<file path="src/logic/sao_map.svh">
// Constants: offsets, field positions, patterns, reset values and counts
`ifndef SAO_MAP_SVH
`define SAO_MAP_SVH
`define SAO_CELLS_LAST   7'h7f
`define SAO_CELL_ONE     7'h01
`define SAO_SUB_START    6'h00
`define SAO_FRAMES_LAST  8'hbf
`define SAO_FRAME_FIRST  8'h00
`define SAO_FRAME_ONE    8'h01
`define SAO_PRE_B        8'he8
`define SAO_PRE_W        8'he4
`define SAO_PRE_M        8'he2
`define SAO_PRE_SLOTS    5'h04
`define SAO_SLOT_AUD     5'h04
`define SAO_SLOT_AUD_END 5'h1b
`define SAO_SLOT_V       5'h1c
`define SAO_SLOT_U       5'h1d
`define SAO_SLOT_C       5'h1e
`define SAO_SLOT_P       5'h1f
`define SAO_I2S_BITS     5'h18
`define SAO_I2S_ONE      6'h01
`define SAO_WS_RISE      6'h1f
`define SAO_WS_FALL      6'h3f
`define SAO_SCK_FRAME    7'h40
`define SAO_CS_COPY      8'h02
`define SAO_CS_FS_LO     8'h18
`define SAO_CS_FS_HI     8'h1b
`define SAO_FS_CODE_48   4'h4
`define SAO_FS_CODE_44   4'h0
`define SAO_FS_CODE_32   4'hc
`define SAO_USER_BITS    4'h9
`define SAO_USER_ONE     4'h1
`define SAO_V_RST        1'b0
`define SAO_COPY_RST     1'b1
`define SAO_RND_MASK16   24'hffff00
`define SAO_RND_HALF16   24'h000080
`define SAO_RND_MASK18   24'hffffc0
`define SAO_RND_HALF18   24'h000020
`define SAO_RND_MASK20   24'hfffff0
`define SAO_RND_HALF20   24'h000008
`define SAO_RND_MASK22   24'hfffffc
`define SAO_RND_HALF22   24'h000002
`define SAO_SAT_POS      24'h7fffff
`define SAO_FIFO_DEPTH   2'h2
`endif

</file>
<file path="src/logic/sao_pkg.sv">
// Types shared by the audio output serializer
package sao_pkg;
    typedef enum logic [2:0] {FS_48, FS_44, FS_32, FS_24, FS_22, FS_16} sao_fs_t;
    typedef enum logic [1:0] {RND_16, RND_18, RND_20, RND_22} sao_rnd_t;
    typedef logic [23:0] sao_sample_t;
endpackage : sao_pkg

</file>
<file path="src/logic/sao_pair_fifo.sv">
// Two-entry buffer for stereo sample pairs
`include "sao_map.svh"
module sao_pair_fifo (
    input  wire logic        clk_i,
    input  wire logic        rst_n_i,
    input  wire logic        ce_i,
    input  wire logic [47:0] in_data_i,
    input  wire logic        in_valid_i,
    output logic             in_ready_o,
    output logic [47:0]      out_data_o,
    output logic             out_valid_o,
    input  wire logic        out_ready_i
);
    logic [47:0] mem_q [0:1];
    logic        wr_q;
    logic        rd_q;
    logic [1:0]  cnt_q;
    logic [1:0]  cnt_d;
    logic        rdy_q;
    wire         push = in_valid_i & rdy_q;
    wire         pop  = out_ready_i & out_valid_o;

    assign out_valid_o = (cnt_q != 2'h0);
    assign out_data_o  = mem_q[rd_q];
    assign in_ready_o  = rdy_q;
    assign cnt_d = (push && !pop) ? cnt_q + 2'h1 :
                   (pop && !push) ? cnt_q - 2'h1 : cnt_q;

    always_ff @(posedge clk_i)
    begin
        if (ce_i && push)
        begin
            mem_q[wr_q] <= in_data_i;
        end
    end

    always_ff @(posedge clk_i)
    begin
        if (!rst_n_i)
        begin
            wr_q  <= 1'b0;
            rd_q  <= 1'b0;
            cnt_q <= 2'h0;
            rdy_q <= 1'b1;
        end
        else if (ce_i)
        begin
            wr_q  <= wr_q ^ push;
            rd_q  <= rd_q ^ pop;
            cnt_q <= cnt_d;
            rdy_q <= (cnt_d != `SAO_FIFO_DEPTH);
        end
    end
endmodule : sao_pair_fifo

</file>
<file path="src/logic/sao_serializer.sv">
// Stereo audio output serializer: inter-IC sound link and bi-phase digital audio link
//
// Functional notes
// [RL1] Serial bit clock runs at 64 times the sample rate.
// [RL2] Left sample goes first, right follows; together one stereo pair.
// [RL3] Each channel slot is 32 bits, two's complement, MSB first.
// [RL4] Samples rounded to 16/18/20/22 bits by two select bits; rest zero.
// [RL5] Word select low for left bits, high for right bits.
// [RL6] One digital frame per sample period, two 32-slot subframes.
// [RL7] Subframe bits 4 to 31 use bi-phase mark coding.
// [RL8] Slots 0 to 3 carry raw 8-cell preamble B, W or M.
// [RL9] B starts each 192-frame block; M other left, W every right.
// [RL10] Audio in bits 4 to 27, LSB first, low bits zeroed by rounding.
// [RL11] Bit 28 carries validity setting, zero after reset.
// [RL12] User byte sent at once in bit 29: start bit, 8 bits LSB first.
// [RL13] Host spaces user bytes so nine zeros lie between messages.
// [RL14] One 192-bit status block per channel, bit 30, bit 0 first.
// [RL15] Status bits 0,1,3-23 except bit 2 are zero.
// [RL16] Status bit 2 is copy flag, one after reset.
// [RL17] Status bits 24-27 follow sample rate: 48k, 44.1k, 32k codes.
// [RL18] Low sample rates send a host-set code in bits 24-27.
// [RL19] Status bits 28-29 zero and all remaining bits zero.
// [RL20] Bit 31 makes bits 4 to 31 even parity.
// [RL21] Frames run back to back, never partial.
// [RL22] Each link enabled separately; a disabled link stays quiet.
// [RL23] Mono or selected dual channel appears on both outputs.
// [RL24] Word select changes one bit before the slot MSB; the code changes it two bits before.
// [RL25] Both links use one sample register updated once per period.
`include "sao_map.svh"
module sao_serializer (
    input  wire logic        clk_i,
    input  wire logic        rst_n_i,
    input  wire logic        ce_i,
    input  wire logic        cell_clk_i,
    input  wire logic [23:0] pcm_left_i,
    input  wire logic [23:0] pcm_right_i,
    input  wire logic        pcm_valid_i,
    output logic             pcm_ready_o,
    input  wire logic        mono_i,
    input  wire logic        chan_sel_i,
    input  wire logic        round_select_hi_i,
    input  wire logic        round_select_lo_i,
    input  wire logic [2:0]  fs_index_i,
    input  wire logic [3:0]  low_fs_code_i,
    input  wire logic        validity_i,
    input  wire logic        copy_ok_i,
    input  wire logic [7:0]  user_byte_i,
    input  wire logic        user_strobe_i,
    input  wire logic        i2s_en_i,
    input  wire logic        spdif_en_i,
    output logic             sck_o,
    output logic             sd_o,
    output logic             ws_o,
    output logic             spdif_o,
    output logic             user_busy_o
);
    // Round to the kept width, saturating at positive full scale
    function automatic sao_pkg::sao_sample_t round_sample(
        input sao_pkg::sao_sample_t s,
        input logic [1:0]            sel
    );
        logic [23:0] mask;
        logic [23:0] half;
        logic [24:0] sum;
        mask = `SAO_RND_MASK16;
        half = `SAO_RND_HALF16;
        case (sao_pkg::sao_rnd_t'(sel))
            sao_pkg::RND_18:
            begin
                mask = `SAO_RND_MASK18;
                half = `SAO_RND_HALF18;
            end
            sao_pkg::RND_20:
            begin
                mask = `SAO_RND_MASK20;
                half = `SAO_RND_HALF20;
            end
            sao_pkg::RND_22:
            begin
                mask = `SAO_RND_MASK22;
                half = `SAO_RND_HALF22;
            end
            default:
            begin
                mask = `SAO_RND_MASK16;
                half = `SAO_RND_HALF16;
            end
        endcase
        sum = {s[23], s} + {1'b0, half};
        if (sum[24] != sum[23])
        begin
            round_sample = `SAO_SAT_POS & mask;
        end
        else
        begin
            round_sample = sum[23:0] & mask;
        end
    endfunction : round_sample

    // Channel status bit for a given position in the 192-bit block
    function automatic logic cs_bit(
        input logic [7:0] idx,
        input logic       copy,
        input logic [3:0] code
    );
        cs_bit = 1'b0;
        if (idx == `SAO_CS_COPY)
        begin
            cs_bit = copy;
        end
        else if (idx >= `SAO_CS_FS_LO && idx <= `SAO_CS_FS_HI)
        begin
            cs_bit = code[~idx[1:0]];
        end
    endfunction : cs_bit

    // Link clock synchroniser and edge finder
    logic       lc_s1_q;
    logic       lc_s2_q;
    logic       lc_s3_q;
    logic       lc_lvl_q;
    logic [6:0] cell_q;
    logic [7:0] frame_q;
    logic       i2s_on_q;
    logic       spdif_on_q;
    logic       v_q;
    logic       copy_q;
    logic       par_q;
    logic [8:0] user_sh_q;
    logic [3:0] user_cnt_q;
    sao_pkg::sao_sample_t samp_l_q;
    sao_pkg::sao_sample_t samp_r_q;
    logic [47:0] fifo_data;
    logic        fifo_valid;

    wire tick = (lc_s2_q == lc_s3_q) && lc_s2_q && !lc_lvl_q;
    wire wrap = tick && (cell_q == `SAO_CELLS_LAST);
    wire [6:0] nc   = cell_q + `SAO_CELL_ONE;
    wire       sub  = nc[6];
    wire [4:0] slot = nc[5:1];
    wire       half = nc[0];
    wire [5:0] nb   = nc[6:1];
    wire       i2s_on_nxt   = wrap ? i2s_en_i : i2s_on_q;
    wire       spdif_on_nxt = wrap ? spdif_en_i : spdif_on_q;
    wire [7:0] frame_nxt = (frame_q == `SAO_FRAMES_LAST) ? `SAO_FRAME_FIRST
                                                         : frame_q + `SAO_FRAME_ONE;

    sao_pair_fifo u_fifo (
        .clk_i       (clk_i),
        .rst_n_i     (rst_n_i),
        .ce_i        (ce_i),
        .in_data_i   ({pcm_left_i, pcm_right_i}),
        .in_valid_i  (pcm_valid_i),
        .in_ready_o  (pcm_ready_o),
        .out_data_o  (fifo_data),
        .out_valid_o (fifo_valid),
        .out_ready_i (wrap)
    );

    // Sample selection: mono or chosen dual channel goes to both sides
    wire [23:0] src_l = fifo_data[47:24];
    wire [23:0] src_r = fifo_data[23:0];
    wire [23:0] pick  = chan_sel_i ? src_r : src_l;
    wire [23:0] use_l = mono_i ? pick : src_l; // RL23
    wire [23:0] use_r = mono_i ? pick : src_r; // RL23
    wire [1:0]  rsel  = {round_select_hi_i, round_select_lo_i};

    // Inter-IC sound: data lags word select by two bits
    wire [5:0] sd_idx = nb - `SAO_I2S_ONE;
    wire [5:0] ws_idx = nb + `SAO_I2S_ONE;
    wire [23:0] sd_smp = sd_idx[5] ? samp_r_q : samp_l_q; // RL2
    wire [4:0]  sd_k   = sd_idx[4:0];
    wire [4:0]  sd_pos = 5'h17 - sd_k;
    wire sd_bit = (sd_k < `SAO_I2S_BITS) ? sd_smp[sd_pos] : 1'b0; // RL3
    wire ws_bit = ws_idx[5]; // RL5

    // Digital audio subframe content
    wire pre_first = wrap ? (frame_nxt == `SAO_FRAME_FIRST) : (frame_q == `SAO_FRAME_FIRST);
    wire [7:0] pre_pat = sub ? `SAO_PRE_W : (pre_first ? `SAO_PRE_B : `SAO_PRE_M); // RL9
    wire [2:0] pre_cell = {slot[1:0], half};
    wire pre_bit = pre_pat[~pre_cell]; // RL8
    wire is_pre = slot < `SAO_PRE_SLOTS;
    wire [23:0] aud_smp = sub ? samp_r_q : samp_l_q;
    wire [4:0]  aud_pos = slot - `SAO_SLOT_AUD;
    wire aud_bit = (slot <= `SAO_SLOT_AUD_END) ? aud_smp[aud_pos] : 1'b0; // RL10
    wire [3:0] fs_code =
        (fs_index_i == sao_pkg::FS_48) ? `SAO_FS_CODE_48 :
        (fs_index_i == sao_pkg::FS_44) ? `SAO_FS_CODE_44 :
        (fs_index_i == sao_pkg::FS_32) ? `SAO_FS_CODE_32 : low_fs_code_i; // RL17 RL18
    wire c_bit = cs_bit(frame_q, copy_q, fs_code); // RL14 RL15 RL16 RL19
    wire u_bit = (user_cnt_q != 4'h0) && user_sh_q[0]; // RL12
    wire d_bit = (slot == `SAO_SLOT_P) ? par_q :  // RL20
                 (slot == `SAO_SLOT_V) ? v_q :    // RL11
                 (slot == `SAO_SLOT_U) ? u_bit :
                 (slot == `SAO_SLOT_C) ? c_bit : aud_bit;
    wire u_take = tick && half && (slot == `SAO_SLOT_U);

    always_ff @(posedge clk_i)
    begin
        if (!rst_n_i)
        begin
            lc_s1_q  <= 1'b0;
            lc_s2_q  <= 1'b0;
            lc_s3_q  <= 1'b0;
            lc_lvl_q <= 1'b0;
        end
        else if (ce_i)
        begin
            lc_s1_q <= cell_clk_i;
            lc_s2_q <= lc_s1_q;
            lc_s3_q <= lc_s2_q;
            if (lc_s2_q == lc_s3_q)
            begin
                lc_lvl_q <= lc_s2_q;
            end
        end
    end

    // Cell and frame counters; enables sampled only at frame edges
    always_ff @(posedge clk_i)
    begin
        if (!rst_n_i)
        begin
            cell_q     <= `SAO_CELLS_LAST;
            frame_q    <= `SAO_FRAMES_LAST;
            i2s_on_q   <= 1'b0;
            spdif_on_q <= 1'b0;
            v_q        <= `SAO_V_RST;
            copy_q     <= `SAO_COPY_RST;
        end
        else if (ce_i)
        begin
            v_q    <= validity_i;  // RL11
            copy_q <= copy_ok_i;   // RL16
            if (tick)
            begin
                cell_q <= nc;      // RL6 RL21
            end
            if (wrap)
            begin
                frame_q    <= frame_nxt; // RL14
                i2s_on_q   <= i2s_en_i;  // RL22
                spdif_on_q <= spdif_en_i;
            end
        end
    end

    // Shared sample register, loaded once per period
    always_ff @(posedge clk_i)
    begin
        if (!rst_n_i)
        begin
            samp_l_q <= 24'h000000;
            samp_r_q <= 24'h000000;
        end
        else if (ce_i && wrap)
        begin
            samp_l_q <= fifo_valid ? round_sample(use_l, rsel) : 24'h000000; // RL4 RL25
            samp_r_q <= fifo_valid ? round_sample(use_r, rsel) : 24'h000000; // RL4 RL25
        end
    end

    // Inter-IC sound pins
    always_ff @(posedge clk_i)
    begin
        if (!rst_n_i)
        begin
            sck_o <= 1'b0;
            sd_o  <= 1'b0;
            ws_o  <= 1'b0;
        end
        else if (ce_i && tick)
        begin
            if (!i2s_on_nxt)
            begin
                sck_o <= 1'b0; // RL22
                sd_o  <= 1'b0;
                ws_o  <= 1'b0;
            end
            else
            begin
                sck_o <= half; // RL1
                if (!half)
                begin
                    sd_o <= sd_bit; // RL3
                    ws_o <= ws_bit; // RL24
                end
            end
        end
    end

    // Bi-phase mark line and running parity
    always_ff @(posedge clk_i)
    begin
        if (!rst_n_i)
        begin
            spdif_o <= 1'b0;
            par_q   <= 1'b0;
        end
        else if (ce_i && tick)
        begin
            if (!half && slot >= `SAO_SLOT_AUD && slot != `SAO_SLOT_P)
            begin
                par_q <= (slot == `SAO_SLOT_AUD) ? d_bit : par_q ^ d_bit; // RL20
            end
            if (!spdif_on_nxt)
            begin
                spdif_o <= 1'b0; // RL22
            end
            else if (is_pre)
            begin
                spdif_o <= pre_bit; // RL8
            end
            else if (!half || d_bit)
            begin
                spdif_o <= ~spdif_o; // RL7
            end
        end
    end

    // User byte shifter: start bit then byte, LSB first
    always_ff @(posedge clk_i)
    begin
        if (!rst_n_i)
        begin
            user_sh_q   <= 9'h000;
            user_cnt_q  <= 4'h0;
            user_busy_o <= 1'b0;
        end
        else if (ce_i)
        begin
            if (user_strobe_i && user_cnt_q == 4'h0)
            begin
                user_sh_q   <= {user_byte_i, 1'b1}; // RL12
                user_cnt_q  <= `SAO_USER_BITS;
                user_busy_o <= 1'b1;
            end
            else if (u_take && user_cnt_q != 4'h0)
            begin
                user_sh_q   <= {1'b0, user_sh_q[8:1]};
                user_cnt_q  <= user_cnt_q - `SAO_USER_ONE;
                user_busy_o <= (user_cnt_q != `SAO_USER_ONE);
            end
        end
    end

    // Checks
    logic       sck_prev_q;
    logic [6:0] sck_rise_q;
    always_ff @(posedge clk_i)
    begin
        if (!rst_n_i)
        begin
            sck_prev_q <= 1'b0;
            sck_rise_q <= 7'h00;
        end
        else
        begin
            sck_prev_q <= sck_o;
            sck_rise_q <= wrap ? 7'h00 : sck_rise_q + {6'h00, sck_o & ~sck_prev_q};
        end
    end

    property p_sck_rate;
        @(posedge clk_i) disable iff (!rst_n_i)
        (ce_i && wrap && i2s_on_q && cell_q == `SAO_CELLS_LAST) |-> sck_rise_q == `SAO_SCK_FRAME;
    endproperty
    a_sck_rate: assert property (p_sck_rate) else $error("bit clock not 64 per frame"); // RL1

    property p_ws_rise;
        @(posedge clk_i) disable iff (!rst_n_i)
        (ce_i && $rose(ws_o)) |-> $past(cell_q[6:1]) + `SAO_I2S_ONE == `SAO_WS_RISE;
    endproperty
    a_ws_rise: assert property (p_ws_rise) else $error("word select rose at wrong bit"); // RL24

    property p_ws_fall;
        @(posedge clk_i) disable iff (!rst_n_i)
        (ce_i && $fell(ws_o) && i2s_on_q) |-> $past(cell_q[6:1]) + `SAO_I2S_ONE == `SAO_WS_FALL;
    endproperty
    a_ws_fall: assert property (p_ws_fall) else $error("word select fell at wrong bit"); // RL5

    property p_sd_pad;
        @(posedge clk_i) disable iff (!rst_n_i)
        (ce_i && tick && !half && i2s_on_nxt && sd_k >= `SAO_I2S_BITS) |=> !sd_o;
    endproperty
    a_sd_pad: assert property (p_sd_pad) else $error("slot padding not zero"); // RL3

    property p_preamble_start;
        @(posedge clk_i) disable iff (!rst_n_i)
        (ce_i && tick && spdif_on_nxt && nc[5:0] == `SAO_SUB_START) |=> spdif_o;
    endproperty
    a_preamble_start: assert property (p_preamble_start) else $error("preamble missing"); // RL8

    property p_bmc_edge;
        @(posedge clk_i) disable iff (!rst_n_i)
        (ce_i && tick && spdif_on_nxt && !is_pre && !half) |=> spdif_o != $past(spdif_o);
    endproperty
    a_bmc_edge: assert property (p_bmc_edge) else $error("no bit boundary transition"); // RL7

    property p_parity_end;
        @(posedge clk_i) disable iff (!rst_n_i)
        (ce_i && tick && spdif_on_q && spdif_on_nxt && nc[5:0] == `SAO_SUB_START) |-> !spdif_o;
    endproperty
    a_parity_end: assert property (p_parity_end) else $error("subframe parity odd"); // RL20

    property p_user_load;
        @(posedge clk_i) disable iff (!rst_n_i)
        (ce_i && user_strobe_i && user_cnt_q == 4'h0) |=> user_cnt_q == `SAO_USER_BITS && user_sh_q[0];
    endproperty
    a_user_load: assert property (p_user_load) else $error("user byte not taken"); // RL12

    property p_block_wrap;
        @(posedge clk_i) disable iff (!rst_n_i)
        (ce_i && wrap && frame_q == `SAO_FRAMES_LAST) |=> frame_q == `SAO_FRAME_FIRST;
    endproperty
    a_block_wrap: assert property (p_block_wrap) else $error("status block not 192 frames"); // RL14

    property p_sample_hold;
        @(posedge clk_i) disable iff (!rst_n_i)
        $changed(samp_l_q) |-> $past(wrap && ce_i);
    endproperty
    a_sample_hold: assert property (p_sample_hold) else $error("sample changed mid period"); // RL25

    property p_quiet;
        @(posedge clk_i) disable iff (!rst_n_i)
        (!i2s_on_q && !wrap) ##1 (!i2s_on_q) |-> !sck_o && !ws_o;
    endproperty
    a_quiet: assert property (p_quiet) else $error("disabled link toggling"); // RL22
endmodule : sao_serializer

</file>
<file path="config.mk">
export PLATFORM = sky130hd
export DESIGN_NAME = sao_serializer
export DESIGN_NICKNAME = d
export VERILOG_FILES = /design/src/logic/sao_pkg.sv /design/src/logic/sao_pair_fifo.sv /design/src/logic/sao_serializer.sv
export VERILOG_INCLUDE_DIRS = /design/src /design/src/logic
export SDC_FILE = /design/constraint.sdc
export NUM_CORES = 1
export LEC_CHECK = 0
export ABC_AREA = 1
export BUFFER_PORTS_ARGS = -buffer_cell sky130_fd_sc_hd__buf_2
export CAP_MARGIN = 30
export CORE_MARGIN = 4
export CORE_UTILIZATION = 55
export CTS_CLUSTER_DIAMETER = 30
export CTS_CLUSTER_SIZE = 16
export DETAILED_ROUTE_END_ITERATION = 10
export PLACE_DENSITY = 0.78
export SYNTH_ARGS = -nofsm -noshare
export SYNTH_HDL_FRONTEND = slang
export SYNTH_HIERARCHICAL = 1
export SYNTH_SLANG_ARGS = --single-unit
</file>
<file path="constraint.sdc">
create_clock -name clk_i -period 6.95 [get_ports clk_i]
set_input_delay 0.3475 -clock clk_i [delete_from_list [all_inputs] [get_ports clk_i]]
set_output_delay 0.3475 -clock clk_i [all_outputs]
set_load 0.01 [all_outputs]
</file>
==> results of run 1 <==
-- sequential cells by signal (all words and copies together), names as in the netlist, 2 cells and up, named ones only --
register	flops
user_cnt_q	4
samp_r_q	22
frame_q	8
user_sh_q	9
u_fifo/mem_q	92
u_fifo/cnt_q	2
samp_l_q	22
cell_q	7
-- path summary, 6_finish.rpt --
path              cells after the start            from  slack (ns)                 end
hold / removal                        1  pcm_right_i[6]        0.09  u_fifo/mem_q[1][6]
setup reg to reg                     22       flip-flop        2.19         samp_r_q[3]
hold reg to reg                       2            sd_o        0.45                sd_o
setup / recovery                     22       flip-flop        2.19         samp_r_q[3]
-- area by class of cell --
cell class,count,area (µm²)
Timing Repair Buffer,85,450
Clock inverter,15,185
Fill cell,1648,7050
Clock buffer,17,425
Tap cell,260,325
Multi-Input combinational cell,961,5250
Sequential cell,184,4610
Inverter,177,664
-- power by group through the flow --
| stage | Sequential (mW) | Clock, mW | Combinational [mW] |
|---|---|---|---|
| 2_1_floorplan | 1.21 | 0 | 0.287 |
| 3_3_place_gp | 1.21 | 0 | 0.368 |
| 3_5_place_dp | 1.21 | 0 | 0.377 |
| 4_1_cts | 1.19 | 1.01 | 0.381 |
| 5_1_grt | 1.19 | 1.06 | 0.434 |
| 6_report | 1.19 | 0.991 | 0.385 |
-- metrics by stage --
stage	cells	utilization, %	hold WS [ns]
after floorplan	1373	-	0.430
after global placement	1666	59.5	0.438
after detailed placement	1667	59.6	0.449
after CTS	1699	62.8	0.0661
after global routing	1699	62.8	0.0580
final	1699	62.8	0.0875
-- routing by layer --
metal,part of all wire (%),vias up,wire length (µm)
met5,0,-,0
met4,2.1,0,505
met3,5.1,33,1230
met2,47,240,11400
met1,46,4203,11100
li1,-,4669,-
==> impl_results.rst, run 1 <==
.. list-table::
   :header-rows: 1

   * - Metric
     - Value
   * - Global-route track usage on met1
     - between 20% and 30%
   * - Net switching power
     - 0.767 mW
   * - Cells along the critical path
     - mux2_2, inv_1, a21oi_1, o21ai_0, o21ai_0, ha_1, a21oi_1, nor2_1, a21o_1, nand2_1, o21ai_1, nand3_1, nor2_2, inv_1, nor3_2, nand4_1, xor2_1, ha_1, inv_1, a21oi_1, nand2_1, a21oi_1
   * - Starting density of the core
     - 56.8%
   * - Number of buffers added by the clock tree synthesis step
     - 17
   * - # DRC
     - 0
   * - Mapped Avg Cell Area
     - approximately 7.8 µm²
   * - Post-cts resize count
     - 0
   * - Worst clock skew on the final layout
     - 0.0165 ns
   * - Via count of the routed design
     - just over 9000
   * - Warnings from Yosys
     - 6
   * - Synthesized area
     - 0.0108 mm²
   * - Average wire per standard cell
     - 14.2 µm
   * - CTS H-tree lvls
     - 4
   * - Hold violation count in the final report
     - 0
   * - Number of global-route vias before repair
     - 8399
   * - Number of port buffers
     - 80
   * - Worst-path cell with the longest stage delay
     - dfxtp_2
   * - Unrepaired setup endpoints after global routing
     - false
   * - Fin area
     - 0.0119 mm²
   * - Achievable clock frequency
     - 210 MHz
   * - Placeable core region
     - 0.0190 mm²
   * - First DRT Iteration DRCs
     - 772
   * - Post-layout nets
     - 1533
   * - Total negative slack
     - 0 ns
   * - Startpoint types
     - flip-flop
   * - Detailed Place HPWL
     - between 15 and 20 mm
   * - Total power divided by cell area
     - roughly 220 mW/mm²
   * - GRT Resource Usage Total
     - roughly 22%
   * - Flop pwr share
     - a little under half
   * - Die boundary height
     - 148 µm
   * - Worst-Skew Late Latency
     - 0.44 ns
   * - Class of the worst hold path
     - in2reg
   * - Worst Path Required
     - 7.31 ns
   * - Cell repeated most along the worst path
     - a21oi_1
   * - Maximum root-to-sink buffer count
     - 2
   * - Final weighted congestion in routability-driven placement
     - 0.888
   * - Overall power
     - 2.56 mW
   * - Signal arrival time at the worst endpoint
     - 5.13 ns
   * - Most used cells in the layout excluding fill and tap cells
     - nand2_1, inv_1, nor2_1
   * - Most used routing layer in global routing
     - met2
   * - Worst Setup Slack, final
     - 2.19 ns
   * - Most frequent standard cell in the layout excluding fill and tap cells
     - nand2_1
   * - Relative slew slack
     - 41.5%
   * - First-pass GRT wire length
     - 39.9 mm
   * - Buf/Inv on CP
     - 3
   * - Area delta synth->final
     - 10.5%
   * - Transition time at the pin with the least slew margin
     - just under 0.9 ns
   * - Worst setup timing slack at the placement stage
     - between 2 and 2.5 ns
   * - CTS root buf
     - clkbuf_16
   * - Result of the run
     - completed
   * - Comb power frac
     - 15.0%
   * - Count of mapped cells out of synthesis
     - about 1400
   * - Largest voltage drop on the vdd net
     - about 250 µV
   * - Met2 demand-to-capacity share in global routing
     - between 30% and 40%
   * - Final Max Slew Viols
     - 0
   * - Hold Buf Count CTS
     - 0
   * - Critical path endpoint category
     - flip-flop
   * - Lkg Pwr
     - 5.07 nW
   * - Largest stage delay on the critical path
     - 0.68 ns
   * - Total wire length
     - 24.2 mm
   * - Count of maximum capacitance violations
     - 0
   * - Worst path top cell family by delay
     - compound AO/OA/AOI/OAI gates
   * - Crit Path Max Fanout
     - 20
   * - Period minus WS final
     - 4.76 ns
   * - Clock tree from TritonCTS
     - done
   * - Number of diodes added for antenna fixing
     - 0
   * - Grt total ovfl
     - 0
   * - Pin count of the biggest net entering global routing
     - 55
   * - Int Power
     - 1.79 mW
   * - Area of the die
     - 0.0219 mm²
   * - Critical setup path kind
     - reg2reg
   * - Antenna violations before repair
     - 0
   * - Final clock period utilization by the worst path
     - 68.5%
   * - Detailed-route vias per instance
     - between 5 and 6
   * - GR Layer Usage met3
     - 4.11%
   * - Placement Rows
     - 50
   * - Fraction of final layout cells sized beyond drive strength 1
     - 14.9%
   * - Power share of the clock group
     - between 30% and 40%
   * - Count of final setup violators
     - 0
   * - Standard cell area after detailed placement
     - about 0.011 mm²
   * - Register clock-pin slew on the reported worst setup and hold paths
     - 0.08 ns
   * - Number of nets with antenna violations after routing
     - 0
   * - Die width
     - between 100 and 150 µm
   * - Synthesized net count
     - 1480
   * - Clock tree sinks
     - 184
   * - DRT Pass-1 Iters
     - 5
   * - I/O Pins
     - 83
   * - Net Sw Frac
     - 29.9%
   * - Buffer count from post-CTS setup fixing
     - 0
Note: power is estimated with default switching activity, not from simulation.
==> inputs of run 2 (changes only) <==
==> constraint.sdc (replaced) <==
create_clock -name clk_i -period 4.7 [get_ports clk_i]
set_input_delay 0.235 -clock clk_i [delete_from_list [all_inputs] [get_ports clk_i]]
set_output_delay 0.235 -clock clk_i [all_outputs]
set_load 0.01 [all_outputs]
==> run 2 against run 1 <==
Against the previous run:
- clock power up 40%
- hold slack got worse by 0.060 ns
- sequential cell count unchanged
- largest cell class unchanged
- via count grew 1.0%
- critical path type unchanged
- register-to-register slack got worse by 1.7 ns
==> impl_results.rst, run 2 (synthesis results as in run 1) <==
.. list-table::
   :header-rows: 1

   * - Metric
     - Value
   * - Total of fill cells in the finished design
     - 1566 (-5.0%)
   * - Final Max Slew Viols
     - 0 (unchanged)
   * - Total wire length
     - 25.3 mm (+4.5%)
   * - Placeable core region
     - 0.0190 mm² (unchanged)
   * - Critical setup path kind
     - reg2reg
   * - Detailed Place HPWL
     - 17.4 mm (+0.92%)
   * - Relative slew slack
     - 44.1% (+2.7 points)
   * - Hold violation count in the final report
     - 0 (unchanged)
   * - Startpoint types
     - flip-flop
   * - Worst-Skew Late Latency
     - 0.44 ns (about the same)
   * - DRT Pass-1 Iters
     - 7 (+2)
   * - Largest voltage drop on the vdd net
     - 330 µV (+30%)
   * - Most used cells in the layout excluding fill and tap cells
     - nand2_1, inv_1, nor2_1
   * - Count of final setup violators
     - 0 (unchanged)
   * - Crit Path Max Fanout
     - 12 (-40%)
   * - Die boundary height
     - 148 µm (unchanged)
   * - Fraction of final layout cells sized beyond drive strength 1
     - 14.9% (-0.081 points)
   * - Top reg by flops
     - u_fifo/mem_q
   * - Hold Buf Count CTS
     - 47 (+47)
   * - Register clock-pin slew on the reported worst setup and hold paths
     - 0.08 ns (about the same)
   * - Worst Path Required
     - 5.02 ns (-2.29 ns)
   * - Area delta synth->final
     - 15.1%
   * - Worst Setup Slack, final
     - 0.471 ns (-1.72 ns)
   * - Number of diodes added for antenna fixing
     - 0 (unchanged)
   * - Post-cts resize count
     - 0 (unchanged)
   * - Clock tree sinks
     - 184 (unchanged)
   * - Maximum root-to-sink buffer count
     - 2 (unchanged)
   * - Total placed cells including tap cells
     - 1675 (+0.48%)
   * - # DRC
     - 0 (unchanged)
   * - Period minus WS final
     - 4.23 ns (-0.533 ns)
   * - I/O Pins
     - 83 (unchanged)
   * - Worst-path cell with the longest stage delay
     - dfxtp_2
   * - Via count of the routed design
     - 9238 (+1.0%)
   * - Post-layout nets
     - 1588 (+3.6%)
   * - First-pass GRT wire length
     - 41.9 mm (+5.0%)
   * - Register area
     - 0.00461 mm² (unchanged)
   * - Number of global-route vias before repair
     - 8777 (+4.5%)
   * - Number of buffers added by the clock tree synthesis step
     - 17 (unchanged)
   * - Footprint of the multi-input gates
     - 0.00525 mm² (unchanged)
   * - Clock tree from TritonCTS
     - done
   * - Starting density of the core
     - 56.8% (unchanged)
   * - First DRT Iteration DRCs
     - 700 (-9.3%)
   * - Unrepaired setup endpoints after global routing
     - false
   * - Final Non-Filler Cells
     - 1754 (+3.2%)
   * - Buffer count from post-CTS setup fixing
     - 0 (unchanged)
   * - Total power divided by cell area
     - 303 mW/mm² (+41%)
   * - Total negative slack
     - 0 ns (unchanged)
   * - Final weighted congestion in routability-driven placement
     - 0.893 (+0.61%)
   * - Final clock period utilization by the worst path
     - 90.0% (+21 points)
   * - Lkg Pwr
     - 5.29 nW (+4.4%)
   * - Average wire per standard cell
     - 14.4 µm (+1.2%)
   * - Class of the worst hold path
     - in2reg
   * - Result of the run
     - completed
   * - Worst setup timing slack at the placement stage
     - 0.514 ns (-1.67 ns)
   * - Placement Rows
     - 50 (unchanged)
   * - Pin count of the biggest net entering global routing
     - 55 (unchanged)
   * - Grt total ovfl
     - 0 (unchanged)
   * - Cell repeated most along the worst path
     - o21ai_0
   * - Largest registers in the final layout
     - u_fifo/mem_q: 92 flops, samp_l_q: 22 flops, samp_r_q: 22 flops
   * - Largest stage delay on the critical path
     - 0.46 ns (-0.22 ns)
   * - Cells along the critical path
     - mux2_2, inv_1, a21oi_1, o21ai_0, o21ai_0, ha_1, a21oi_1, nor2_1, a21o_1, nand2_1, o21ai_1, nand3_1, nor2_2, inv_1, nor3_2, nand4_1, xor2_1, ha_1, inv_1, o21ai_0, o21ai_0, a21oi_1
   * - Number of port buffers
     - 80 (unchanged)
   * - Critical path endpoint category
     - flip-flop
   * - Most frequent standard cell in the layout excluding fill and tap cells
     - nand2_1
   * - Achievable clock frequency
     - 236 MHz (+13%)
   * - Transition time at the pin with the least slew margin
     - 0.837 ns (-0.0400 ns)
   * - Count of maximum capacitance violations
     - 0 (unchanged)
   * - Area of the die
     - 0.0219 mm² (unchanged)
   * - CTS root buf
     - clkbuf_16
   * - Max reg flops
     - 92 (unchanged)
   * - Overall power
     - 3.75 mW (+46%)
   * - Number of nets with antenna violations after routing
     - 0 (unchanged)
   * - CTS H-tree lvls
     - 4 (unchanged)
   * - Detailed-route vias per instance
     - 5.27 (-2.2%)
   * - Signal arrival time at the worst endpoint
     - 4.55 ns (-0.58 ns)
   * - Worst clock skew on the final layout
     - 0.0156 ns (-0.000883 ns)
   * - Antenna violations before repair
     - 0 (unchanged)
   * - Die width
     - 148 µm (unchanged)
   * - GRT Resource Usage Total
     - 23.3% (+1.1 points)
-- run 2: final timing paths --
kind / from / end / slack [ns] / cells after the start
worst max-delay path: flip-flop / samp_r_q[15] / 0.47 / 22
worst min-delay path: cell_clk_i / lc_s1_q / 0.03 / 3
worst max register to register: flip-flop / samp_r_q[15] / 0.47 / 22
worst min register to register: sd_o / sd_o / 0.46 / 2
-- run 2: report_power, final --
part           leakage [nW]  total, mW  internal, mW  switching [mW]
logic                  3.42      0.603         0.218           0.385
registers              1.59       1.75          1.73          0.0200
clock network         0.280       1.39         0.719           0.675
total                  5.29       3.75          2.67            1.08
-- run 2: layout make-up --
cell class	count	area share (%)
Clock buffer	19	3.57
Tap cell	260	2.62
Inverter	177	5.36
Clock inverter	13	1.01
Multi-Input combinational cell	961	42.4
Timing Repair Buffer	140	7.91
Sequential cell	184	37.2
-- run 2: per-stage QoR --
stage | utilization, % | instance area, µm² | hold WS (ns)
global route | 65.4 | 12400 | 0.0399
CTS | 65.4 | 12400 | 0.000360
finish | 65.4 | 12400 | 0.0275
detailed placement | 59.9 | 11400 | 0.426
floorplan | - | 10800 | 0.319
global placement | 59.8 | 11300 | 0.423
-- run 2: critical path: cells and delay by family, from the launching register on --
family / cells / cell delay (ns)
adders and majority gates: 2 / 0.76
muxes: 1 / 0.37
and+or+nand+nor: 6 / 0.83
DFF: 1 / 0.46
AOI/OAI and AO/OA: 9 / 1.06
xor gates and xnor gates: 1 / 0.16
buffers and inverters: 3 / 0.46
-- run 2: metal layers --
layer / global-route usage (%) / vias to the layer above / share of wire [%]
met5: 0 / - / 0
met4: 8.59 / 0 / 2.3
met3: 3.77 / 40 / 4.9
met2: 39.5 / 238 / 48
met1: 30.3 / 4168 / 45
li1: - / 4792 / -
==> inputs of run 3 (changes only) <==
--- a/config.mk
+++ b/config.mk
@@ -14,7 +14,8 @@
 export CTS_CLUSTER_DIAMETER = 30
 export CTS_CLUSTER_SIZE = 16
 export DETAILED_ROUTE_END_ITERATION = 10
-export PLACE_DENSITY = 0.78
+export PLACE_DENSITY = 0.74
+export SETUP_SLACK_MARGIN = 0.15
 export SYNTH_ARGS = -nofsm -noshare
 export SYNTH_HDL_FRONTEND = slang
 export SYNTH_HIERARCHICAL = 1
==> run 3 against run 2 <==
Against the previous run:
- core utilization grew 0.31 points
- non-clock buffer count is 1 higher
- first-iteration DRC count grew 8.4%
- cell area increased by 0.47%
- sequential cell count did not move
- global-route usage rose by 0.37 points
- critical path type unchanged
- largest power group unchanged
==> impl_results.rst, run 3 (synthesis results as in run 1) <==
.. list-table::
   :header-rows: 1

   * - Metric
     - Value
   * - Result of the run
     - completed
   * - Transition time at the pin with the least slew margin
     - 0.846 ns (+0.00910 ns)
   * - I/O Pins
     - 83 (unchanged)
   * - Antenna violations before repair
     - 0 (unchanged)
   * - Number of buffers added by the clock tree synthesis step
     - 17 (unchanged)
   * - GRT Resource Usage Total
     - 23.7% (+0.37 points)
   * - Largest voltage drop on the vdd net
     - 251 µV (-24%)
   * - First-pass GRT wire length
     - 42.6 mm (+1.5%)
   * - CTS H-tree lvls
     - 4 (unchanged)
   * - Placement Rows
     - 50 (unchanged)
   * - Final weighted congestion in routability-driven placement
     - 0.912 (+2.1%)
   * - Count of maximum capacitance violations
     - 0 (unchanged)
   * - Via count of the routed design
     - 9319 (+0.88%)
   * - Post-layout nets
     - 1590 (+0.13%)
   * - Crit Path Max Fanout
     - 14 (+2)
   * - # DRC
     - 0 (unchanged)
   * - CTS root buf
     - clkbuf_16
   * - Hold violation count in the final report
     - 0 (unchanged)
   * - Critical path endpoint category
     - flip-flop
   * - Buffer count from post-CTS setup fixing
     - 0 (unchanged)
   * - Startpoint types
     - flip-flop
   * - Relative slew slack
     - 43.5% (-0.61 points)
   * - Core occupancy in the finished layout
     - 65.7% (+0.31 points)
   * - Register clock-pin slew on the reported worst setup and hold paths
     - 0.07 ns (about the same)
   * - Placeable core region
     - 0.0190 mm² (unchanged)
   * - Final clock period utilization by the worst path
     - 87.6% (-2.4 points)
   * - Max reg flops
     - 92 (unchanged)
   * - Total negative slack
     - 0 ns (unchanged)
   * - Worst clock skew on the final layout
     - 0.0150 ns (-0.000670 ns)
   * - Clock tree sinks
     - 184 (unchanged)
   * - Cell repeated most along the worst path
     - nand2_1
   * - Total wire length
     - 25.6 mm (+1.1%)
   * - Largest stage delay on the critical path
     - 0.39 ns (-0.07 ns)
   * - Fraction of final layout cells sized beyond drive strength 1
     - 15.1% (+0.25 points)
   * - Clock tree from TritonCTS
     - done
   * - Detailed-route vias per instance
     - 5.31 (+0.76%)
   * - Detailed Place HPWL
     - 17.7 mm (+1.7%)
   * - Signal arrival time at the worst endpoint
     - 4.42 ns (-0.13 ns)
   * - Class of the worst hold path
     - in2reg
   * - Worst-Skew Late Latency
     - 0.44 ns (about the same)
   * - Total power divided by cell area
     - 307 mW/mm² (+1.5%)
   * - Largest registers in the final layout
     - u_fifo/mem_q: 92 flops, samp_l_q: 22 flops, samp_r_q: 22 flops
   * - First DRT Iteration DRCs
     - 759 (+8.4%)
   * - Pin count of the biggest net entering global routing
     - 55 (unchanged)
   * - Count of final setup violators
     - 0 (unchanged)
   * - Worst-path cell with the longest stage delay
     - dfxtp_2
   * - Worst Path Required
     - 5.01 ns (about the same)
   * - Lkg Pwr
     - 5.30 nW (+0.19%)
   * - Number of global-route vias before repair
     - 8816 (+0.44%)
   * - Number of port buffers
     - 80 (unchanged)
   * - Achievable clock frequency
     - 243 MHz (+2.7%)
   * - Die width
     - 148 µm (unchanged)
   * - Area of the die
     - 0.0219 mm² (unchanged)
   * - Area delta synth->final
     - 15.6%
   * - Unrepaired setup endpoints after global routing
     - false
   * - Top reg by flops
     - u_fifo/mem_q
   * - Number of diodes added for antenna fixing
     - 0 (unchanged)
   * - Period minus WS final
     - 4.12 ns (-0.111 ns)
   * - Final Max Slew Viols
     - 0 (unchanged)
   * - Die boundary height
     - 148 µm (unchanged)
   * - Most frequent standard cell in the layout excluding fill and tap cells
     - nand2_1
   * - Grt total ovfl
     - 0 (unchanged)
   * - Starting density of the core
     - 56.8% (unchanged)
   * - DRT Pass-1 Iters
     - 6 (-1)
   * - Average wire per standard cell
     - 14.6 µm (+1.0%)
   * - Number of nets with antenna violations after routing
     - 0 (unchanged)
   * - Most used cells in the layout excluding fill and tap cells
     - nand2_1, inv_1, nor2_1
   * - Maximum root-to-sink buffer count
     - 2 (unchanged)
   * - Critical setup path kind
     - reg2reg
-- run 3: area by class of cell --
type,instances,area (µm²)
sequential,184,4610
timing repair inverter,1,7.51
multi-input combinational,961,5260
tap,260,325
clock buffer,17,425
inverter,177,668
clock inverter,15,183
fill,1581,6500
timing repair buffer,141,976
-- run 3: worst paths after layout --
check	endpoint	start	cells past startpoint	slack [ns]
worst max-delay path	samp_l_q[15]	flip-flop	28	0.58
worst min-delay path	lc_s1_q	cell_clk_i	3	0.03
worst max register to register	samp_l_q[15]	flip-flop	28	0.58
worst min register to register	sd_o	sd_o	2	0.45
-- run 3: worst max-delay path: cells and delay by family, from the launching register on --
family	cells	cell delay [ns]
fa+ha+maj	2	0.46
flops	1	0.39
simple gates	13	1.21
mux	1	0.19
xor+xnor	1	0.15
compound gates	5	0.69
buf+inv	6	0.86
-- run 3: routing by layer --
layer / track usage, % / part of all wire, % / vias up
met4: 6.56 / 1.7 / 0
met3: 3.89 / 4.7 / 34
met5: 0 / 0 / -
met1: 31.1 / 45 / 4266
li1: - / - / 4782
met2: 40.8 / 48 / 237
-- run 3: power by group --
part | switching [mW] | internal, mW | leakage [nW] | total [mW]
sequential | 0.0199 | 1.73 | 1.59 | 1.75
clock | 0.700 | 0.762 | 0.295 | 1.46
combinational | 0.389 | 0.221 | 3.42 | 0.610
-- run 3: per-stage QoR --
stage	cell area (µm²)	total power [mW]	hold WS, ns	worst slack, ns	std cells
after detailed placement	11400	2.35	0.426	0.447	1676
after floorplan	10800	2.21	0.319	0.639	1373
after global placement	11400	2.34	0.422	0.577	1676
final	12500	3.83	0.0323	0.583	1756
after CTS	12400	3.83	0.0200	0.436	1755
after global routing	12500	4.01	0.0363	0.179	1756
-- run 3: timing repair --
item / CTS / global route
hold buffers: 47 / 0
hold endpoints to repair: 93 / 0
resized for setup: 0 / 4
endpoints found under the setup margin: 0 / 12
